--- src/rtcpc_pkg.sv ---
// Constants, register layout and state encoding of the RTC-only power control block.
// Assumes a single 250 MHz clock; every slower rate is derived by counting.
package rtcpc_pkg;

   // Clock and derived timing.
   localparam int unsigned CLK_FREQ_MHZ           = 250;
   localparam int unsigned CLK_FREQ_HZ            = 250_000_000;
   localparam int unsigned RTC_CLK_HZ             = 32768;
   localparam int unsigned WAKE_MIN_TIME_NS       = 30500;
   localparam int unsigned WAKE_MIN_CYCLES_DEF    = (WAKE_MIN_TIME_NS * CLK_FREQ_MHZ + 999) / 1000;
   localparam int unsigned BG_SETTLE_TIME_MS      = 100;
   localparam int unsigned BG_SETTLE_CYCLES_DEF   = BG_SETTLE_TIME_MS * CLK_FREQ_MHZ * 1000;
   localparam int unsigned RTC_HALF_CYCLES        = CLK_FREQ_HZ / (2 * RTC_CLK_HZ);
   localparam int unsigned RESET_HOLD_CYCLES      = 8;

   // Counter widths.
   localparam int          WAKE_CNT_W             = 13;
   localparam int          SETTLE_CNT_W           = 25;
   localparam int          CLKDIV_W               = 12;
   localparam int          RST_CNT_W              = 4;

   // Bus and register map.
   localparam int          ADDR_W                 = 16;
   localparam int          DATA_W                 = 32;
   localparam logic [15:0] PMGT_ADDR              = 16'h1930;
   localparam logic [15:0] STATUS_ADDR            = 16'h1934;

   // Power management register fields; bits above PMGT_W read as zero.
   localparam int          PMGT_W                 = 5;
   localparam int          PMGT_CLKOUT_BIT        = 0;
   localparam int          PMGT_REG_PD_BIT        = 1;
   localparam int          PMGT_BANDGAP_POWERDOWN_BIT         = 2;
   localparam int          PMGT_DIR_BIT           = 3;
   localparam int          PMGT_LEVEL_BIT         = 4;
   localparam logic [4:0]  PMGT_RESET             = 5'h10;

   // Status register fields.
   localparam int          STAT_STATE_LSB         = 0;
   localparam int          STAT_SUPPLY_BIT        = 2;
   localparam int          STAT_BGREADY_BIT       = 3;
   localparam int          STAT_WAKE_BIT          = 4;

   // Sequencer states, Gray coded along active, off, ramp, reset.
   typedef enum logic [1:0]
   {
      ST_ACTIVE = 2'b00,
      ST_OFF    = 2'b01,
      ST_RAMP   = 2'b11,
      ST_RESET  = 2'b10
   } rtcpc_state_t;

endpackage : rtcpc_pkg

--- src/rtcpc_pin_if.sv ---
// Carrier between the pin conditioning module and the sequencer core.
// Assumes both ends run on the same clock; all signals are already synchronised.
`timescale 1ns/1ps
interface rtcpc_pin_if;
   logic wake_level;
   logic wake_valid;
   logic supply_above;

   modport filt (output wake_level, output wake_valid, output supply_above);
   modport core (input wake_level, input wake_valid, input supply_above);
endinterface : rtcpc_pin_if

--- src/rtcpc_top.sv ---
// Power sequencer of the always-on RTC domain with its APB power management register.
// Assumes an APB master on CLK, an analog supply comparator and an open-drain wake pin with a pull-up.
`timescale 1ns/1ps
module rtcpc_top
#(
   parameter int unsigned WAKE_MIN_CYCLES       = rtcpc_pkg::WAKE_MIN_CYCLES_DEF,
   parameter int unsigned BANDGAP_SETTLE_CYCLES = rtcpc_pkg::BG_SETTLE_CYCLES_DEF
)
(
   input  wire logic        CLK,
   input  wire logic        RESET_N,
   input  wire logic        PSEL,
   input  wire logic        PENABLE,
   input  wire logic        PWRITE,
   input  wire logic [15:0] PADDR,
   input  wire logic [31:0] PWDATA,
   input  wire logic [3:0]  PSTRB,
   output logic      [31:0] PRDATA,
   output logic             PREADY,
   output logic             PSLVERR,
   input  wire logic        WAKE_PIN_I,
   output logic             WAKE_PIN_O,
   output logic             WAKE_PIN_OE_N,
   input  wire logic        RTC_ALARM,
   input  wire logic        SUPPLY_ABOVE_THRESHOLD,
   output logic             CORE_REGULATOR_OUTPUT_ON,
   output logic             ANALOG_POR_ON,
   output logic             BANDGAP_ON,
   output logic             SUPPLY_OK_SIGNAL,
   output logic             RTC_ISOLATE,
   output logic             SYSTEM_RESET_N,
   output logic             CLOCK_OUT
);
   localparam int SW = rtcpc_pkg::SETTLE_CNT_W;
   localparam int CW = rtcpc_pkg::CLKDIV_W;
   localparam int RW = rtcpc_pkg::RST_CNT_W;
   localparam int PW = rtcpc_pkg::PMGT_W;
   localparam logic [SW-1:0] SETTLE_LAST = SW'(BANDGAP_SETTLE_CYCLES - 1);
   localparam logic [CW-1:0] HALF_LAST   = CW'(rtcpc_pkg::RTC_HALF_CYCLES - 1);
   localparam logic [RW-1:0] RST_LAST    = RW'(rtcpc_pkg::RESET_HOLD_CYCLES - 1);

   logic                    rst_meta;
   logic                    rst_n;
   rtcpc_pkg::rtcpc_state_t state;
   rtcpc_pkg::rtcpc_state_t next_state;
   logic                    bg_mode;
   logic                    next_bg_mode;
   logic [RW-1:0]           rst_cnt;
   logic [RW-1:0]           next_rst_cnt;
   logic [PW-1:0]           pmgt;
   logic [PW-1:0]           next_pmgt;
   logic [SW-1:0]           settle_cnt;
   logic [SW-1:0]           next_settle_cnt;
   logic                    bg_ready;
   logic                    next_bg_ready;
   logic [CW-1:0]           div_cnt;
   logic [CW-1:0]           next_div_cnt;
   logic                    rtc_phase;
   logic                    next_rtc_phase;
   logic [31:0]             next_prdata;
   logic                    next_pready;
   logic                    next_pslverr;
   logic                    next_core_on;
   logic                    next_bg_on;
   logic                    next_supply_ok;
   logic                    next_sysrst_n;
   logic                    next_oe_n;
   logic                    next_clock_out;
   logic                    wr_take;
   logic                    wake_req;

   rtcpc_pin_if pin_bus ();

   // Pin conditioning lives apart so that the wake pin and the supply comparator are synchronised in one place.
   rtcpc_wake_filter #(.WAKE_MIN_CYCLES(WAKE_MIN_CYCLES)) u_filter
   (
      .clk          (CLK),
      .rst_n        (rst_n),
      .wake_pin_raw (WAKE_PIN_I),
      .supply_raw   (SUPPLY_ABOVE_THRESHOLD),
      .pin          (pin_bus.filt)
   );

   // Reset release synchroniser; assertion is immediate, release waits two edges.
   always_ff @(posedge CLK or negedge RESET_N)
   begin
      if (!RESET_N)
      begin
         rst_meta <= 1'b0;
         rst_n    <= 1'b0;
      end
      else
      begin
         rst_meta <= 1'b1;
         rst_n    <= rst_meta;
      end
   end

   // Address decode used by the error answer; the read path compares PADDR itself.
   function automatic logic addr_mapped(input logic [15:0] addr);
      if (addr == rtcpc_pkg::PMGT_ADDR)
      begin
         addr_mapped = 1'b1;
      end
      else if (addr == rtcpc_pkg::STATUS_ADDR)
      begin
         addr_mapped = 1'b1;
      end
      else
      begin
         addr_mapped = 1'b0;
      end
   endfunction : addr_mapped

   // The write lands at the access edge where PREADY is seen, and only if the answer was not an error.
   assign wr_take  = PSEL && PENABLE && PREADY && PWRITE && !PSLVERR && (PADDR == rtcpc_pkg::PMGT_ADDR);
   // An input-configured pin or an alarm may wake; an output-configured pin is our own driver.
   assign wake_req = RTC_ALARM || (pin_bus.wake_valid && !pmgt[rtcpc_pkg::PMGT_DIR_BIT]);

   // Sequencer and register next values; hardware clearing of the power-down bits wins over a write.
   always_comb
   begin
      next_state   = state;
      next_bg_mode = bg_mode;
      next_rst_cnt = rst_cnt;
      next_pmgt    = pmgt;
      if (wr_take && PSTRB[0])
      begin
         next_pmgt = PWDATA[PW-1:0];
      end
      case (state)
         rtcpc_pkg::ST_ACTIVE:
         begin
            if (pmgt[rtcpc_pkg::PMGT_REG_PD_BIT] || pmgt[rtcpc_pkg::PMGT_BANDGAP_POWERDOWN_BIT])
            begin
               next_state   = rtcpc_pkg::ST_OFF;
               next_bg_mode = pmgt[rtcpc_pkg::PMGT_BANDGAP_POWERDOWN_BIT];
            end
         end
         rtcpc_pkg::ST_OFF:
         begin
            if (wake_req)
            begin
               next_state                            = rtcpc_pkg::ST_RAMP;
               next_pmgt[rtcpc_pkg::PMGT_REG_PD_BIT] = 1'b0;
               next_pmgt[rtcpc_pkg::PMGT_BANDGAP_POWERDOWN_BIT]  = 1'b0;
            end
         end
         rtcpc_pkg::ST_RAMP:
         begin
            if (pin_bus.supply_above)
            begin
               next_state   = rtcpc_pkg::ST_RESET;
               next_rst_cnt = '0;
            end
         end
         default:
         begin
            next_rst_cnt = rst_cnt + RW'(1);
            if (rst_cnt == RST_LAST)
            begin
               next_state = rtcpc_pkg::ST_ACTIVE;
            end
         end
      endcase
   end

   // Output values follow the next state so that each registered output matches the state it sits in.
   always_comb
   begin
      next_core_on   = (next_state != rtcpc_pkg::ST_OFF);
      next_bg_on     = !((next_state == rtcpc_pkg::ST_OFF) && next_bg_mode);
      next_supply_ok = (next_state == rtcpc_pkg::ST_RESET) || (next_state == rtcpc_pkg::ST_ACTIVE);
      next_sysrst_n  = (next_state == rtcpc_pkg::ST_ACTIVE);
      next_oe_n      = !(next_pmgt[rtcpc_pkg::PMGT_DIR_BIT] && !next_pmgt[rtcpc_pkg::PMGT_LEVEL_BIT]);
      next_clock_out = next_rtc_phase && next_pmgt[rtcpc_pkg::PMGT_CLKOUT_BIT];
   end

   // RTC-rate divider and bandgap recharge timer; the timer restarts whenever the bandgap is off.
   always_comb
   begin
      next_div_cnt    = div_cnt + CW'(1);
      next_rtc_phase  = rtc_phase;
      next_settle_cnt = settle_cnt;
      next_bg_ready   = bg_ready;
      if (div_cnt == HALF_LAST)
      begin
         next_div_cnt   = '0;
         next_rtc_phase = !rtc_phase;
      end
      if (!next_bg_on)
      begin
         next_settle_cnt = '0;
         next_bg_ready   = 1'b0;
      end
      else if (settle_cnt != SETTLE_LAST)
      begin
         next_settle_cnt = settle_cnt + SW'(1);
      end
      else
      begin
         next_bg_ready = 1'b1;
      end
   end

   // APB answer is prepared in the setup cycle, so PREADY is high in the first access cycle.
   always_comb
   begin
      next_pready  = PSEL && !PENABLE;
      next_pslverr = 1'b0;
      next_prdata  = '0;
      if (PSEL && !PENABLE)
      begin
         if (RTC_ISOLATE || !addr_mapped(PADDR))
         begin
            next_pslverr = 1'b1;
         end
         else if (!PWRITE && (PADDR == rtcpc_pkg::PMGT_ADDR))
         begin
            next_prdata = {{(32 - PW){1'b0}}, pmgt};
         end
         else if (!PWRITE)
         begin
            next_prdata[rtcpc_pkg::STAT_STATE_LSB +: 2]  = state;
            next_prdata[rtcpc_pkg::STAT_SUPPLY_BIT]      = SUPPLY_OK_SIGNAL;
            next_prdata[rtcpc_pkg::STAT_BGREADY_BIT]     = bg_ready;
            next_prdata[rtcpc_pkg::STAT_WAKE_BIT]        = pin_bus.wake_level;
         end
      end
   end

   // All state but the reset synchroniser, and every output register; after reset the core waits for its supply like a wake.
   always_ff @(posedge CLK or negedge rst_n)
   begin
      if (!rst_n)
      begin
         state                    <= rtcpc_pkg::ST_RAMP;
         bg_mode                  <= 1'b0;
         rst_cnt                  <= '0;
         pmgt                     <= rtcpc_pkg::PMGT_RESET;
         settle_cnt               <= '0;
         bg_ready                 <= 1'b0;
         div_cnt                  <= '0;
         rtc_phase                <= 1'b0;
         PRDATA                   <= '0;
         PREADY                   <= 1'b0;
         PSLVERR                  <= 1'b0;
         WAKE_PIN_O               <= 1'b0;
         WAKE_PIN_OE_N            <= 1'b1;
         CORE_REGULATOR_OUTPUT_ON <= 1'b1;
         ANALOG_POR_ON            <= 1'b1;
         BANDGAP_ON               <= 1'b1;
         SUPPLY_OK_SIGNAL         <= 1'b0;
         RTC_ISOLATE              <= 1'b1;
         SYSTEM_RESET_N           <= 1'b0;
         CLOCK_OUT                <= 1'b0;
      end
      else
      begin
         state                    <= next_state;
         bg_mode                  <= next_bg_mode;
         rst_cnt                  <= next_rst_cnt;
         pmgt                     <= next_pmgt;
         settle_cnt               <= next_settle_cnt;
         bg_ready                 <= next_bg_ready;
         div_cnt                  <= next_div_cnt;
         rtc_phase                <= next_rtc_phase;
         PRDATA                   <= next_prdata;
         PREADY                   <= next_pready;
         PSLVERR                  <= next_pslverr;
         WAKE_PIN_O               <= 1'b0;
         WAKE_PIN_OE_N            <= next_oe_n;
         CORE_REGULATOR_OUTPUT_ON <= next_core_on;
         ANALOG_POR_ON            <= next_core_on;
         BANDGAP_ON               <= next_bg_on;
         SUPPLY_OK_SIGNAL         <= next_supply_ok;
         RTC_ISOLATE              <= !next_supply_ok;
         SYSTEM_RESET_N           <= next_sysrst_n;
         CLOCK_OUT                <= next_clock_out;
      end
   end
endmodule : rtcpc_top

--- src/rtcpc_wake_filter.sv ---
// Synchronises the wake pin and the supply monitor and qualifies the wake pulse width.
// Assumes raw inputs are asynchronous to clk and rst_n is already synchronised.
`timescale 1ns/1ps
module rtcpc_wake_filter
#(
   parameter int unsigned WAKE_MIN_CYCLES = rtcpc_pkg::WAKE_MIN_CYCLES_DEF
)
(
   input  wire logic      clk,
   input  wire logic      rst_n,
   input  wire logic      wake_pin_raw,
   input  wire logic      supply_raw,
   rtcpc_pin_if.filt      pin
);
   localparam int WW = rtcpc_pkg::WAKE_CNT_W;
   localparam logic [WW-1:0] WAKE_LAST = WW'(WAKE_MIN_CYCLES - 1);

   logic          wake_meta;
   logic          wake_sync;
   logic          supply_meta;
   logic          supply_sync;
   logic [WW-1:0] high_cnt;
   logic [WW-1:0] next_high_cnt;
   logic          wake_valid;
   logic          next_wake_valid;

   // A pulse shorter than the minimum never wakes the core, which rejects glitches on the pin.
   always_comb
   begin
      next_high_cnt   = high_cnt;
      next_wake_valid = 1'b0;
      if (!wake_sync)
      begin
         next_high_cnt = '0;
      end
      else if (high_cnt != WAKE_LAST)
      begin
         next_high_cnt = high_cnt + WW'(1);
      end
      else
      begin
         next_wake_valid = 1'b1;
      end
   end

   // Two-stage synchronisers; the first stage feeds only the second.
   always_ff @(posedge clk or negedge rst_n)
   begin
      if (!rst_n)
      begin
         wake_meta   <= 1'b0;
         wake_sync   <= 1'b0;
         supply_meta <= 1'b0;
         supply_sync <= 1'b0;
         high_cnt    <= '0;
         wake_valid  <= 1'b0;
      end
      else
      begin
         wake_meta   <= wake_pin_raw;
         wake_sync   <= wake_meta;
         supply_meta <= supply_raw;
         supply_sync <= supply_meta;
         high_cnt    <= next_high_cnt;
         wake_valid  <= next_wake_valid;
      end
   end

   // Valid stays high while the pin stays high past the minimum width.
   assign pin.wake_level   = wake_sync;
   assign pin.wake_valid   = wake_valid;
   assign pin.supply_above = supply_sync;

endmodule : rtcpc_wake_filter
--- config.mk ---
export PLATFORM = sky130hd
export DESIGN_NAME = rtcpc_top
export DESIGN_NICKNAME = d
export VERILOG_FILES = /design/src/rtcpc_pkg.sv /design/src/rtcpc_pin_if.sv /design/src/rtcpc_top.sv /design/src/rtcpc_wake_filter.sv
export SDC_FILE = /design/constraint.sdc
export NUM_CORES = 1
export LEC_CHECK = 0
export ABC_AREA = 1
export CAP_MARGIN = 20
export CORE_ASPECT_RATIO = 0.8
export CORE_MARGIN = 1
export CORE_UTILIZATION = 50
export CTS_CLUSTER_SIZE = 16
export DETAILED_ROUTE_END_ITERATION = 8
export DONT_BUFFER_PORTS = 1
export GPL_ROUTABILITY_DRIVEN = 0
export PLACE_DENSITY = 0.75
export SYNTH_ARGS = -nofsm -noshare
export SYNTH_HDL_FRONTEND = slang
export SYNTH_SLANG_ARGS = --single-unit
--- constraint.sdc ---
create_clock -name CLK -period 5.58 [get_ports CLK]
set_input_delay 1.116 -clock CLK [delete_from_list [all_inputs] [get_ports CLK]]
set_output_delay 1.116 -clock CLK [all_outputs]
set_load 0.05 [all_outputs]
==> metrics <==
GRT Util Overall around a fifth; synthesized flop and latch total 84; Max-Slew Margin vs Limit roughly two thirds; antenna viol nets, final 0; # IOs a little over 100; post-route setup TNS 0 ns; DIE AREA around 9600 um2; routed length on met3 485 um; Critical Path AT around 1.2 ns; Layout area overhead 7.70%; Rows 30; top sig layer met4; Initial Utilization ~53%; fin. max-slew vios 0; Max FO, Critical Path 2; die width approximately 110 um; final hold violation count 0; drt first pass iters 5; critical path class reg -> out; Layout Utilization 56.9%; Worst VDD drop around 0.26 mV; commonest cells after routing, fill and taps aside 153 x nand2_1, 93 x inv_1, 90 x nor2_1, 77 x dfrtp_1, 48 x nand3_1; fin cells between 700 and 800; CP required approximately 4.5 ns; hold buffers post-CTS 0; vias in the first global route between 3000 and 4000; post-CTS sizing 0; initial DRC count about 220; via density per instance 4.93; syn avg cell area roughly 7.5 um2; Startpoint Class flop; Final Skew between 0.006 and 0.007 ns; initial antenna violation count 0; first-pass GRT wire length approximately 15 mm; count of different cell masters after synthesis 34; CTS Root Cell clkbuf_16; clock sink count 84; # nets final 683; final wirelength 8.79 mm; worst hold path type reg -> async; WL met1 roughly 4.0 mm; post-route clock period utilization just over 40%; Post-Synthesis Cell Area 4580 um2; CTS buffer count 9; # diodes 0; maxcap violations 0; H-tree depth 3; fmax between 400 and 500 MHz; Synthesis Warnings 0; leakage between 2 and 3 nW; minimum clock period approximately 2.3 ns; Worst-Margin Slew about 0.52 ns; Worst-Skew Late Latency approximately 0.34 ns; largest net degree at the start of global routing 83; DRC 0; CTS tree built; Top FF cell, synth dfrtp_1; Avg WL per Cell ~12 um; Max clock buf depth 2; total power divided by cell area between 300 and 400 nW/um2; CP Capture Type primary output; routed wl met2 between 4 and 5 mm; setup violators final 0; Mapped Cells 610; Vert. Die Dim just under 90 um; port bufs 0; register area share after synthesis 46.0%; share of cells above drive strength 1 approximately 8%; Post-synth EDFFs 0; RSZ-0062 raised after global routing false; Reg clk slew, reported paths roughly 0.060 ns; Layout fillers 764; commonest non-fill, non-tap cell in the layout nand2_1; Vias around 3600; # placed instances around 720; Core Region 8670 um2; # Post-CTS Setup Buffers 0; Async S/R FF share, synth 100%; GRT overflow 0; status completed; DP Wirelength between 6 and 7 mm
path summary, 6_finish.rpt:
check	from	end	slack, ns	cells past startpoint
worst min register to register	rst_n$_DFF_PN0_	settle_cnt[13]$_DFFE_PN0P_	0.15	0
min in group CLK	u_filter.wake_meta$_DFF_PN0_	u_filter.pin.wake_level$_DFF_PN0_	0.35	0
worst max-delay path	ANALOG_POR_ON$_DFF_PN1_	CORE_REGULATOR_OUTPUT_ON	3.27	0
worst min-delay path	rst_n$_DFF_PN0_	settle_cnt[13]$_DFFE_PN0P_	0.15	0
max in group asynchronous	rst_n$_DFF_PN0_	BANDGAP_ON$_DFF_PN1_	4.80	1
worst max register to register	state[0]$_DFF_PN1_	settle_cnt[22]$_DFFE_PN0P_	3.53	7
metal layers:
metal  global-route usage, %  vias up
met5                       0        -
met4                    7.37        0
met3                    5.51       11
met2                    34.6       97
met1                    26.3     1656
li1                        -     1856
cell type report:
class	instances	area [um2]	area share [%]
Multi-Input combinational cell	426	1970	40.0
Tap cell	112	140	2.84
Clock buffer	9	225	4.56
Sequential cell	84	2110	42.8
Inverter	95	358	7.25
Timing Repair Buffer	1	27.5	0.558
Clock inverter	7	98.8	2.00
cell usage after synthesis (all sizes together) (2+ instances only):
cell type | instances | area share [%]
nor2 | 95 | 8.3
nand3b | 2 | 0.33
dfrtp | 78 | 43
buf | 31 | 5.2
xnor2 | 2 | 0.38
nand2 | 157 | 13
xor2 | 6 | 1.1
ha | 6 | 1.6
nand3 | 51 | 6.1
inv | 94 | 7.7
a21oi | 13 | 1.4
nand4 | 12 | 1.6
dfstp | 6 | 3.4
nor4 | 2 | 0.27
or2 | 9 | 1.2
o21ai | 20 | 2.5
nor3 | 16 | 1.7
a31oi | 2 | 0.27
conb | 2 | 0.16
kinds of logic (layout without fill, tap and decap cells):
family          count (synthesis)  in the layout  share of synthesized area [%]
simple gates                  346            346                           32.9
buf+inv                       127            112                           13.1
xor+xnor                        8              8                           1.53
compound gates                 37             37                           4.56
flops                          84             84                           46.0
fa+ha+maj                       6              6                           1.64
other cells                     2             29                          0.164
through the flow:
stage / area (um2) / total power [W] / setup slack (ns) / hold WS, ns
2_1_floorplan: 4680 / 0.00107 / 3.08 / 0.331
3_3_place_gp: 4580 / 0.00110 / 3.30 / 0.332
3_5_place_dp: 4580 / 0.00111 / 3.26 / 0.336
4_1_cts: 4910 / 0.00177 / 3.26 / 0.349
5_1_grt: 4930 / 0.00185 / 3.24 / 0.172
6_report: 4930 / 0.00175 / 3.27 / 0.151
flip-flops by register name, indices dropped and copies added, names as in the netlist, 2 cells and up:
name	flops
settle_cnt	25
u_filter.high_cnt	13
div_cnt	12
PRDATA	5
pmgt	5
rst_cnt	4
state	2
power by group:
group / internal (W) / total (W) / switching (W)
registers: 0.000687 / 0.000796 / 0.000109
logic: 0.000100 / 0.000313 / 0.000213
clock network: 0.000396 / 0.000644 / 0.000248
total: 0.00118 / 0.00175 / 0.000571
No activity file was read; power rests on OpenSTA's default activity.
